[src/logic/rcsr_consts.vh]
// Constants for the second control and status register of the clock
`ifndef RCSR_CONSTS_VH
`define RCSR_CONSTS_VH

// ==========================================================
// Register address and serial command layout
`define RCSR_ADDR_CS2 4'hF
`define RCSR_MODE_WR 4'h8
`define RCSR_MODE_RD 4'hC
`define RCSR_BITS_CMD 5'h08
`define RCSR_BITS_ALL 5'h10

// ==========================================================
// Bit positions in control_status_two
`define RCSR_B_THR 7
`define RCSR_B_LOW 6
`define RCSR_B_SP1 5
`define RCSR_B_HALT 4
`define RCSR_B_CKD 3
`define RCSR_B_PER 2
`define RCSR_B_WAL 1
`define RCSR_B_DAL 0
`define RCSR_RESET_VAL 8'h10

// ==========================================================
// Periodic select encodings
`define RCSR_PER_OFF 3'h0
`define RCSR_PER_LOW 3'h1
`define RCSR_PER_2HZ 3'h2
`define RCSR_PER_1HZ 3'h3

// ==========================================================
// Alarm flag delay after a match
`define RCSR_CLK_NS 40
`define RCSR_ALARM_DLY_NS 61000
// 61 us at 40 ns per cycle, sized to the countdown register
`define RCSR_ALARM_DLY_CYC 11'h5F5
`define RCSR_DLY_W 11

`endif

[src/logic/rcsr_top.v]
// Second control and status register with serial port and interrupt logic
`timescale 1ns/1ps
// ==========================================================
`include "rcsr_consts.vh"

module rcsr_top #(
  parameter CLKOUT_FIXED = 0
) (
  // Clock and reset
  input wire ref_clk,
  input wire rst_b,
  // Four-wire serial port
  input wire ser_ce,
  input wire ser_sclk,
  input wire ser_si,
  output wire ser_so,
  output wire ser_so_oe_n,
  // Analog detectors
  input wire supply_below_210,
  input wire supply_below_160,
  input wire osc_halt_detect,
  input wire xtal_clk,
  // Control register one and timekeeping
  input wire weekly_alarm_enable,
  input wire daily_alarm_enable,
  input wire clkout_disable_b,
  input wire [2:0] periodic_sel,
  input wire periodic_wave,
  input wire periodic_event,
  input wire weekly_match,
  input wire daily_match,
  // Interrupt, clock output and side effects
  output wire irq_out_n,
  output wire irq_out_oe_n,
  output wire clock_out_pin,
  output wire clock_out_oe_n,
  output wire halt_clear,
  output wire supply_mon_en,
  output wire halt_sense_en
);

  // ========================================================
  // One-hot serial states
  localparam ST_CMD = 3'b001;
  localparam ST_DATA = 3'b010;
  localparam ST_DONE = 3'b100;

  // Assemble the register image for readback
  function [7:0] rcsr_image;
    input thr, low, sp1, halt, ckd, per, wal, dal;
    begin
      rcsr_image = {thr, low, sp1, halt, ckd, per, wal, dal};
    end
  endfunction

  // ========================================================
  // Input synchronisers
  reg [1:0] ce_s_reg, sclk_s_reg, si_s_reg;
  reg [1:0] b210_s_reg, b160_s_reg, halt_s_reg, xtal_s_reg;
  reg sclk_d_reg;

  // Two flops for each serial, detector and crystal pin, first stage feeds only the second
  always @(posedge ref_clk or negedge rst_b) begin
    if (!rst_b) begin
      ce_s_reg <= 2'h0;
      sclk_s_reg <= 2'h0;
      si_s_reg <= 2'h0;
      b210_s_reg <= 2'h0;
      b160_s_reg <= 2'h0;
      halt_s_reg <= 2'h0;
      xtal_s_reg <= 2'h0;
      sclk_d_reg <= 1'b0;
    end else begin
      ce_s_reg <= {ce_s_reg[0], ser_ce};
      sclk_s_reg <= {sclk_s_reg[0], ser_sclk};
      si_s_reg <= {si_s_reg[0], ser_si};
      b210_s_reg <= {b210_s_reg[0], supply_below_210};
      b160_s_reg <= {b160_s_reg[0], supply_below_160};
      halt_s_reg <= {halt_s_reg[0], osc_halt_detect};
      xtal_s_reg <= {xtal_s_reg[0], xtal_clk};
      sclk_d_reg <= sclk_s_reg[1];
    end
  end

  wire ce_on = ce_s_reg[1];
  wire sclk_rise = sclk_s_reg[1] & ~sclk_d_reg;
  wire sclk_fall = ~sclk_s_reg[1] & sclk_d_reg;

  // ========================================================
  // Register bits
  reg supply_threshold_select_reg;
  reg supply_low_flag_reg;
  reg spare_bit_one_reg;
  reg osc_halt_flag_reg;
  reg clkout_disable_a_reg;
  reg periodic_irq_flag_reg;
  reg level_pend_reg;
  wire [1:0] al_flag;

  wire [7:0] cs2_value = rcsr_image(supply_threshold_select_reg,
    supply_low_flag_reg, spare_bit_one_reg, osc_halt_flag_reg,
    clkout_disable_a_reg, periodic_irq_flag_reg, al_flag[1],
    al_flag[0]);

  // ========================================================
  // Serial slave: MSB first, SI taken on rising SCLK
  reg [2:0] ser_state_reg;
  reg [4:0] bit_cnt_reg;
  reg [7:0] shift_in_reg;
  reg [7:0] shift_out_reg;
  reg rd_sel_reg;
  reg wr_sel_reg;
  reg wr_go_reg;
  reg [7:0] wr_data_reg;
  reg so_reg;
  reg so_oe_n_reg;
  wire [3:0] cmd_mode = {shift_in_reg[2:0], si_s_reg[1]};

  // Framing is reset by chip enable going low, so a cut frame never writes
  always @(posedge ref_clk or negedge rst_b) begin
    if (!rst_b) begin
      ser_state_reg <= ST_CMD;
      bit_cnt_reg <= 5'h00;
      shift_in_reg <= 8'h00;
      shift_out_reg <= 8'h00;
      rd_sel_reg <= 1'b0;
      wr_sel_reg <= 1'b0;
      wr_go_reg <= 1'b0;
      wr_data_reg <= 8'h00;
      so_reg <= 1'b0;
      so_oe_n_reg <= 1'b1;
    end else begin
      wr_go_reg <= 1'b0;
      if (!ce_on) begin
        ser_state_reg <= ST_CMD;
        bit_cnt_reg <= 5'h00;
        rd_sel_reg <= 1'b0;
        wr_sel_reg <= 1'b0;
        so_oe_n_reg <= 1'b1;
      end else begin
        case (ser_state_reg)
          ST_CMD: begin
            if (sclk_rise) begin
              shift_in_reg <= {shift_in_reg[6:0], si_s_reg[1]};
              bit_cnt_reg <= bit_cnt_reg + 5'h01;
              if (bit_cnt_reg == `RCSR_BITS_CMD - 5'h01) begin
                ser_state_reg <= ST_DATA;
                // Only this register answers, other addresses stay silent
                if (shift_in_reg[6:3] == `RCSR_ADDR_CS2) begin
                  rd_sel_reg <= cmd_mode == `RCSR_MODE_RD;
                  wr_sel_reg <= cmd_mode == `RCSR_MODE_WR;
                  if (cmd_mode == `RCSR_MODE_RD) begin
                    shift_out_reg <= {cs2_value[6:0], 1'b0};
                    so_reg <= cs2_value[7];
                    so_oe_n_reg <= 1'b0;
                  end
                end
              end
            end
          end
          ST_DATA: begin
            if (sclk_rise) begin
              shift_in_reg <= {shift_in_reg[6:0], si_s_reg[1]};
              bit_cnt_reg <= bit_cnt_reg + 5'h01;
              if (bit_cnt_reg == `RCSR_BITS_ALL - 5'h01) begin
                ser_state_reg <= ST_DONE;
                wr_go_reg <= wr_sel_reg;
                wr_data_reg <= {shift_in_reg[6:0], si_s_reg[1]};
              end
            end else if (sclk_fall && rd_sel_reg) begin
              so_reg <= shift_out_reg[7];
              shift_out_reg <= {shift_out_reg[6:0], 1'b0};
            end
          end
          ST_DONE: so_oe_n_reg <= 1'b1; // Later bytes wait for CE low
          default: ser_state_reg <= ST_CMD;
        endcase
      end
    end
  end

  wire wr_low_clr = wr_go_reg & ~wr_data_reg[`RCSR_B_LOW];
  wire wr_halt_clr = wr_go_reg & ~wr_data_reg[`RCSR_B_HALT];
  wire wr_per_clr = wr_go_reg & ~wr_data_reg[`RCSR_B_PER];

  // ========================================================
  // Halt detection, only sampled outside serial access
  wire halt_set = halt_s_reg[1] & ~ce_on;
  wire halt_rise = halt_set & ~osc_halt_flag_reg;

  // Halt flag is sticky; the detector setting wins over a host clear
  always @(posedge ref_clk or negedge rst_b) begin
    if (!rst_b) begin
      osc_halt_flag_reg <= 1'b1;
    end else if (halt_set) begin
      osc_halt_flag_reg <= 1'b1;
    end else if (wr_halt_clr) begin
      osc_halt_flag_reg <= 1'b0;
    end
  end

  // ========================================================
  // Writable bits; halt flag rising clears them all
  always @(posedge ref_clk or negedge rst_b) begin
    if (!rst_b) begin
      supply_threshold_select_reg <= 1'b0;
      spare_bit_one_reg <= 1'b0;
      clkout_disable_a_reg <= 1'b0;
    end else if (halt_rise) begin
      supply_threshold_select_reg <= 1'b0;
      spare_bit_one_reg <= 1'b0;
      clkout_disable_a_reg <= 1'b0;
    end else if (wr_go_reg) begin
      supply_threshold_select_reg <= wr_data_reg[`RCSR_B_THR];
      spare_bit_one_reg <= wr_data_reg[`RCSR_B_SP1];
      clkout_disable_a_reg <= wr_data_reg[`RCSR_B_CKD];
    end
  end

  // ========================================================
  // Supply monitor: trip level picked by threshold select
  wire supply_trip = supply_threshold_select_reg ? b160_s_reg[1] :
    b210_s_reg[1];

  // Monitoring suspended once the flag is set, so only a clear restarts it
  always @(posedge ref_clk or negedge rst_b) begin
    if (!rst_b) begin
      supply_low_flag_reg <= 1'b0;
    end else if (halt_rise) begin
      supply_low_flag_reg <= 1'b0;
    end else if (!supply_low_flag_reg && supply_trip) begin
      supply_low_flag_reg <= 1'b1;
    end else if (wr_low_clr) begin
      supply_low_flag_reg <= 1'b0;
    end
  end

  // ========================================================
  // Periodic source per select code
  wire level_mode = periodic_sel[2];
  reg per_active;

  // Pulse modes follow the wave, level modes latch each period
  always @* begin
    case (periodic_sel)
      `RCSR_PER_OFF: per_active = 1'b0;
      `RCSR_PER_LOW: per_active = 1'b1;
      `RCSR_PER_2HZ: per_active = ~periodic_wave;
      `RCSR_PER_1HZ: per_active = ~periodic_wave;
      default: per_active = level_pend_reg;
    endcase
  end

  // Level latch: a new period beats a clear in the same cycle
  always @(posedge ref_clk or negedge rst_b) begin
    if (!rst_b) begin
      level_pend_reg <= 1'b0;
    end else if (halt_rise || !level_mode) begin
      level_pend_reg <= 1'b0;
    end else if (periodic_event) begin
      level_pend_reg <= 1'b1;
    end else if (wr_per_clr) begin
      level_pend_reg <= 1'b0;
    end
  end

  // ========================================================
  // Alarm flags with delay after a match
  wire [1:0] al_en = {weekly_alarm_enable, daily_alarm_enable};
  wire [1:0] al_match = {weekly_match, daily_match};
  wire [1:0] al_wclr = {2{wr_go_reg}} &
    ~wr_data_reg[`RCSR_B_WAL:`RCSR_B_DAL];

  genvar gi;
  generate
    for (gi = 0; gi < 2; gi = gi + 1) begin : g_alarm
      reg [`RCSR_DLY_W-1:0] dly_reg;
      reg flag_reg;
      // Countdown arms on an enabled match; disable drops both
      always @(posedge ref_clk or negedge rst_b) begin
        if (!rst_b) begin
          dly_reg <= {`RCSR_DLY_W{1'b0}};
          flag_reg <= 1'b0;
        end else if (!al_en[gi] || halt_rise) begin
          dly_reg <= {`RCSR_DLY_W{1'b0}};
          flag_reg <= 1'b0;
        end else begin
          if (al_match[gi]) begin
            dly_reg <= `RCSR_ALARM_DLY_CYC;
          end else if (dly_reg != {`RCSR_DLY_W{1'b0}}) begin
            dly_reg <= dly_reg - {{(`RCSR_DLY_W-1){1'b0}}, 1'b1};
          end
          if (dly_reg == {{(`RCSR_DLY_W-1){1'b0}}, 1'b1}) begin
            flag_reg <= 1'b1;
          end else if (al_wclr[gi]) begin
            flag_reg <= 1'b0;
          end
        end
      end
      assign al_flag[gi] = flag_reg;
    end
  endgenerate

  // ========================================================
  // Pin drivers, all registered
  reg irq_oe_n_reg;
  reg ck_oe_n_reg;
  reg halt_clear_reg;
  reg mon_en_reg;
  reg sense_en_reg;
  wire ck_enable = (CLKOUT_FIXED != 0) | ~clkout_disable_a_reg |
    ~clkout_disable_b;

  // Open-drain pins only ever pull low; released means the wire floats high
  always @(posedge ref_clk or negedge rst_b) begin
    if (!rst_b) begin
      irq_oe_n_reg <= 1'b1;
      ck_oe_n_reg <= 1'b1;
      halt_clear_reg <= 1'b0;
      mon_en_reg <= 1'b0;
      sense_en_reg <= 1'b0;
      periodic_irq_flag_reg <= 1'b0;
    end else begin
      irq_oe_n_reg <= halt_rise | ~(per_active |
        (al_flag[1] & al_en[1]) | (al_flag[0] & al_en[0]));
      ck_oe_n_reg <= ~(ck_enable & ~xtal_s_reg[1]);
      halt_clear_reg <= halt_rise;
      mon_en_reg <= ~supply_low_flag_reg;
      sense_en_reg <= ~osc_halt_flag_reg & ~ce_on;
      // Flag mirrors whether the periodic source pulls the pin low
      periodic_irq_flag_reg <= per_active & ~halt_rise;
    end
  end

  assign ser_so = so_reg;
  assign ser_so_oe_n = so_oe_n_reg;
  assign irq_out_n = 1'b0;
  assign irq_out_oe_n = irq_oe_n_reg;
  assign clock_out_pin = 1'b0;
  assign clock_out_oe_n = ck_oe_n_reg;
  assign halt_clear = halt_clear_reg;
  assign supply_mon_en = mon_en_reg;
  assign halt_sense_en = sense_en_reg;

endmodule

[config.mk]
export PLATFORM = sky130hd
export DESIGN_NAME = rcsr_top
export DESIGN_NICKNAME = d
export VERILOG_FILES = /design/src/logic/rcsr_top.v
export VERILOG_INCLUDE_DIRS = /design/src /design/src/logic
export SDC_FILE = /design/constraint.sdc
export NUM_CORES = 1
export LEC_CHECK = 0
export BUFFER_PORTS_ARGS = -buffer_cell sky130_fd_sc_hd__buf_2
export CAP_MARGIN = 10
export CORE_UTILIZATION = 55
export DETAILED_ROUTE_END_ITERATION = 8
export GPL_TIMING_DRIVEN = 0
export PLACE_DENSITY_LB_ADDON = 0.3
export SLEW_MARGIN = 20
export SYNTH_ARGS = -nofsm -noshare
export SYNTH_HDL_FRONTEND = slang
export SYNTH_SLANG_ARGS = --single-unit
[constraint.sdc]
create_clock -name ref_clk -period 2.1 [get_ports ref_clk]
set_clock_uncertainty 0.05 [all_clocks]
set_input_delay 0.21 -clock ref_clk [delete_from_list [all_inputs] [get_ports ref_clk]]
set_output_delay 0.21 -clock ref_clk [all_outputs]
set_load 0.02 [all_outputs]
# Word level (Yosys, flattened, before mapping)
# Cells that the tools add are included.
# word_totals
reg_bits	87
latchBits	0
ramBits	0
romBits	0
elab_cells	203
n_memories	0
# op_classes
n_addsub	3
n_mul	0
n_div	0
order_cmp	0
n_eq_ne	32
n_shift	0
n_mux	71
bitwise	33
reduce_logical	30
# op_table
op	count
$mux 11	6
$mux 8	6
$mux 1	46
$eq 11x1->1 const B	2
$reduce_bool 11->1	2
$sub 11x1->11 const B	2
$ne 3x3->1 const B	6
$reduce_bool 3->1	6
$ne 2x2->1 const B	8
$pmux 8 s2	1
$mux 3	5
$mux 5	3
$not 1->1	15
$and 1x1->1	12
$eq 4x4->1 const B	3
$reduce_and 5->1	2
$eq 3x2->1 const B	3
$pmux 3 s3	1
$ne 2x1->1 const B	4
$reduce_and 4->1	2
$reduce_and 8->1	1
$eq 3x1->1 const B	2
$reduce_bool 2->1	3
$add 5x1->5 const B	1
16 further kinds	27

# Longest topological paths before layout
# depth
ltp_word	7
ltp_mapped	6
mapped_depth_nobuf	6

# Worst setup path after synthesis
# No wires, ideal clock.
# synth_timing
path_kind	reg2reg
from	register g_alarm[0].dly_reg[0]
to	register g_alarm[0].dly_reg[7]
setup_ns	0.147
arrival_ns	1.649
t_required_ns	1.903
path_slack_ns	0.254
stages_incl_launch_ff	7
path_buffers	0
cell_sequence	dfrtp_1 > inv_1 > ha_1 > nor3b_2 > nand3_1 > o21ai_0 > a31oi_1
# synth_between
elab_chain_cells	4
elab_cells_between_ends	6
classes_between	add/sub: 1; mux: 3; reduce/logical: 2
# synth_rtl
element	line_no	rtl
start: declaration	rcsr_top.v:277	reg [`RCSR_DLY_W-1:0] dly_reg;
start signal: assignment	rcsr_top.v:282	dly_reg <= {`RCSR_DLY_W{1'b0}};
start signal: assignment	rcsr_top.v:285	dly_reg <= {`RCSR_DLY_W{1'b0}};
start signal: assignment	rcsr_top.v:289	dly_reg <= `RCSR_ALARM_DLY_CYC;
$sub 11x1->11	rcsr_top.v:291	dly_reg <= dly_reg - {{(`RCSR_DLY_W-1){1'b0}}, 1'b1};
$mux 11	rcsr_top.v:290	end else if (dly_reg != {`RCSR_DLY_W{1'b0}}) begin
$mux 11	rcsr_top.v:288	if (al_match[gi]) begin
$mux 11	rcsr_top.v:284	end else if (!al_en[gi] || halt_rise) begin
# Parallel ways exist; a longest one is shown, timed or not. The select of a mux whose other input is x is not followed.
# A chain may end at the register's enable or synchronous reset.

# Worst setup path after layout
# layout_timing
from	register g_alarm[1].dly_reg[0]
to	register g_alarm[1].dly_reg[8]
# layout_between
elab_chain_cells	4
elab_cells_between_ends	6
classes_between	add/sub: 1; mux: 3; reduce/logical: 2
# layout_rtl
element	line_no
start: declaration	rcsr_top.v:277
start signal: assignment	rcsr_top.v:282
start signal: assignment	rcsr_top.v:285
start signal: assignment	rcsr_top.v:289
$sub 11x1->11	rcsr_top.v:291
$mux 11	rcsr_top.v:290
$mux 11	rcsr_top.v:288
$mux 11	rcsr_top.v:284
# Parallel ways exist; a longest one is shown, timed or not. The select of a mux whose other input is x is not followed.

==> reports/results.tsv <==
metric	value	unit
slew_viol_final	0	
overflow	0	
use_met2	31.0	%
fin_ws	0.0905	ns
synth_edf_count	0	
postSynthAreaPerCell	12.1	um2
cp_slowest_cell	or4b_1	
largest_register_ffs	22	
portBuffers	25	
areaGrowthSynthToFinish	15.0	%
critPathMaxFanout	5	
cp_slowest_stage_delay	0.54	ns
fin_area	4300	um2
ys_ff_latch	86	
top_usage_layer	met2	
mostFrequentLayoutCells	81 x dfrtp_1, 29 x mux2_2, 28 x nor2_1	
layout-drive-gt1-share	26.3	%
setup_viol	0	
clk_pin_slew	0.09	ns
timing.hold.ws	0.0410	ns
crit_chain	inv_1 -> ha_1 -> or4b_1 -> nor4_1 -> xnor2_1 -> a21oi_1	
drv_cap	0	
cts_buffers	9	
post-route-period-util	95.7	%
tritoncts	done	
fin_tns_setup	0	ns
antenna_found_initial	0	
fin_crit	2.01	ns
peakVddDrop	0.000653	V
grt_use_met1	28.3	%
grt_use_total	20.2	%
core_area	6460	um2
initial_core_util	57.8	%
grt_max_degree	60	
initialDrtViolationCount	130	
arrival	2.19	ns
place_congestion	0.795	
hpwl	4.58	mm
clk_path_buf_depth	2	
hold_path_class	in -> reg	
synth_warnings	0	
die_area	7120	um2
wire_per_inst	14.9	um
cts_sinks	86	
clk_latency	0.36	ns
final_common_cell	dfrtp_1	
start_kind	flip-flop	
antenna_left	0	
synthesis.area	3730	um2
via_per_inst	5.65	
required	2.29	ns
n_antenna_cell	0	
dieHeight	84.4	um
grtUsageMet3	4.82	%
preCtsSetupSlack	-0.161	ns
die_w	84.4	um
finalHoldViolations	0	
path_class	reg -> reg	
path_delay_family	simple AND/OR/NAND/NOR gates	
htree_num_levels	3	
fin_nets	381	
async_flop_share	100	%
synth_cell_types	55	
drt-total-wl	6.53	mm
vias	2473	
cp-end-kind	flip-flop	
dpl_cell_area	3990	um2
num_rows	29	
synth-seq-area-share	57.8	%
grt_first_pass_wirelength	11.2	mm
cp_num_buf_inv	1	
leakagePower	1.96	nW
grt_pass1_vias	2395	
powerDensity	781	nW/um2
synth_cells	308	
status	finished, final reports clean	
io_pins	28	
rsz0062_at_grt	no	
detail_route.drc_violations	0	
synthFlopType	dfrtp_1	
fmax	498	MHz
cts_root_buf	clkbuf_8	
drt_pass1_iterations	4	
[path summary, 6_finish.rpt]
kind	depth (start not counted)	to	slack, ns	startpoint
worst min register to register	0	b160_s_reg[1]$_DFF_PN0_	0.30	b160_s_reg[0]$_DFF_PN0_
worst max register to register	6	g_alarm[1].dly_reg[8]$_DFFE_PN0P_	0.09	g_alarm[1].dly_reg[0]$_DFFE_PN0P_
worst max-delay path	6	g_alarm[1].dly_reg[8]$_DFFE_PN0P_	0.09	g_alarm[1].dly_reg[0]$_DFFE_PN0P_
max in group asynchronous	3	clock_out_oe_n$_DFF_PN1_	1.09	rst_b
worst min-delay path	3	level_pend_reg$_DFFE_PN0P_	0.04	periodic_sel[2]
min in group asynchronous	2	g_alarm[1].dly_reg[4]$_DFFE_PN0P_	0.27	rst_b
[synth_stat cells, drive strengths merged (6+ instances only)]
cell type / instances / share of area, %
dfrtp: 81 / 54
mux2: 30 / 9.0
nor2: 28 / 2.8
a21oi: 20 / 2.7
xnor2: 14 / 3.3
nand2: 13 / 1.3
inv: 12 / 1.2
o21ai: 10 / 1.3
mux2i: 7 / 1.9
ha: 6 / 2.0
[metrics by stage]
| stage | total power, W | utilization [%] | instances |
|---|---|---|---|
| 4_1_cts | 0.00338 | 66.0 | 437 |
| 3_5_place_dp | 0.00230 | 61.8 | 412 |
| 3_3_place_gp | 0.00228 | 61.3 | 411 |
| 6_report | 0.00335 | 66.5 | 438 |
| 2_1_floorplan | 0.00216 | - | 309 |
| 5_1_grt | 0.00351 | 66.5 | 438 |
[worst register-to-register path, delay by kind of cell, from the launching register on]
| kind | cells | cell delay (ns) |
|---|---|---|
| AOI/OAI and AO/OA | 1 | 0.08 |
| xor gates and xnor gates | 1 | 0.17 |
| adders and majority gates | 1 | 0.21 |
| buffers and inverters | 1 | 0.08 |
| DFF | 1 | 0.43 |
| and+or+nand+nor | 2 | 0.87 |
[routing by layer]
metal / vias up / routed length (um)
li1: 1199 / -
met1: 1227 / 3130
met2: 40 / 3130
met3: 7 / 193
met4: 0 / 87
met5: - / 0
[repair_timing]
action,in CTS,in global routing
setup buffers,0,1
pin swaps,0,1
gates cloned,0,0
hold buffers,9,0
endpoints found under the hold margin,32,0
endpoints found under the setup margin,12,21
gates resized for setup,2,6
[report_power, final]
| part | switching (W) | leakage (nW) | internal [W] | total (W) |
|---|---|---|---|---|
| logic | 0.000188 | 0.763 | 0.000194 | 0.000383 |
| clock network | 0.000618 | 0.0952 | 0.000447 | 0.00107 |
| registers | 0.000130 | 1.10 | 0.00178 | 0.00191 |
| total | 0.000937 | 1.96 | 0.00242 | 0.00335 |
[cell type report]
class | count | area, um2
well taps | 77 | 96.3
clock inverters | 7 | 53.8
repair buffers | 36 | 253
clock buffers | 9 | 124
plain buffers | 8 | 46.3
inverters | 13 | 48.8
flip-flops and latches | 86 | 2160
fillers | 493 | 2160
multi-input cells | 202 | 1520
[kinds of logic after synthesis]
kind of cell    share of synthesized area, %
compound gates                          8.31
simple gates                            14.1
other cells                            0.100
buf+inv                                 2.48
xor+xnor                                4.22
flops                                   57.8
fa+ha+maj                               2.01
mux                                     10.9
No activity file was read; power rests on OpenSTA's default activity.
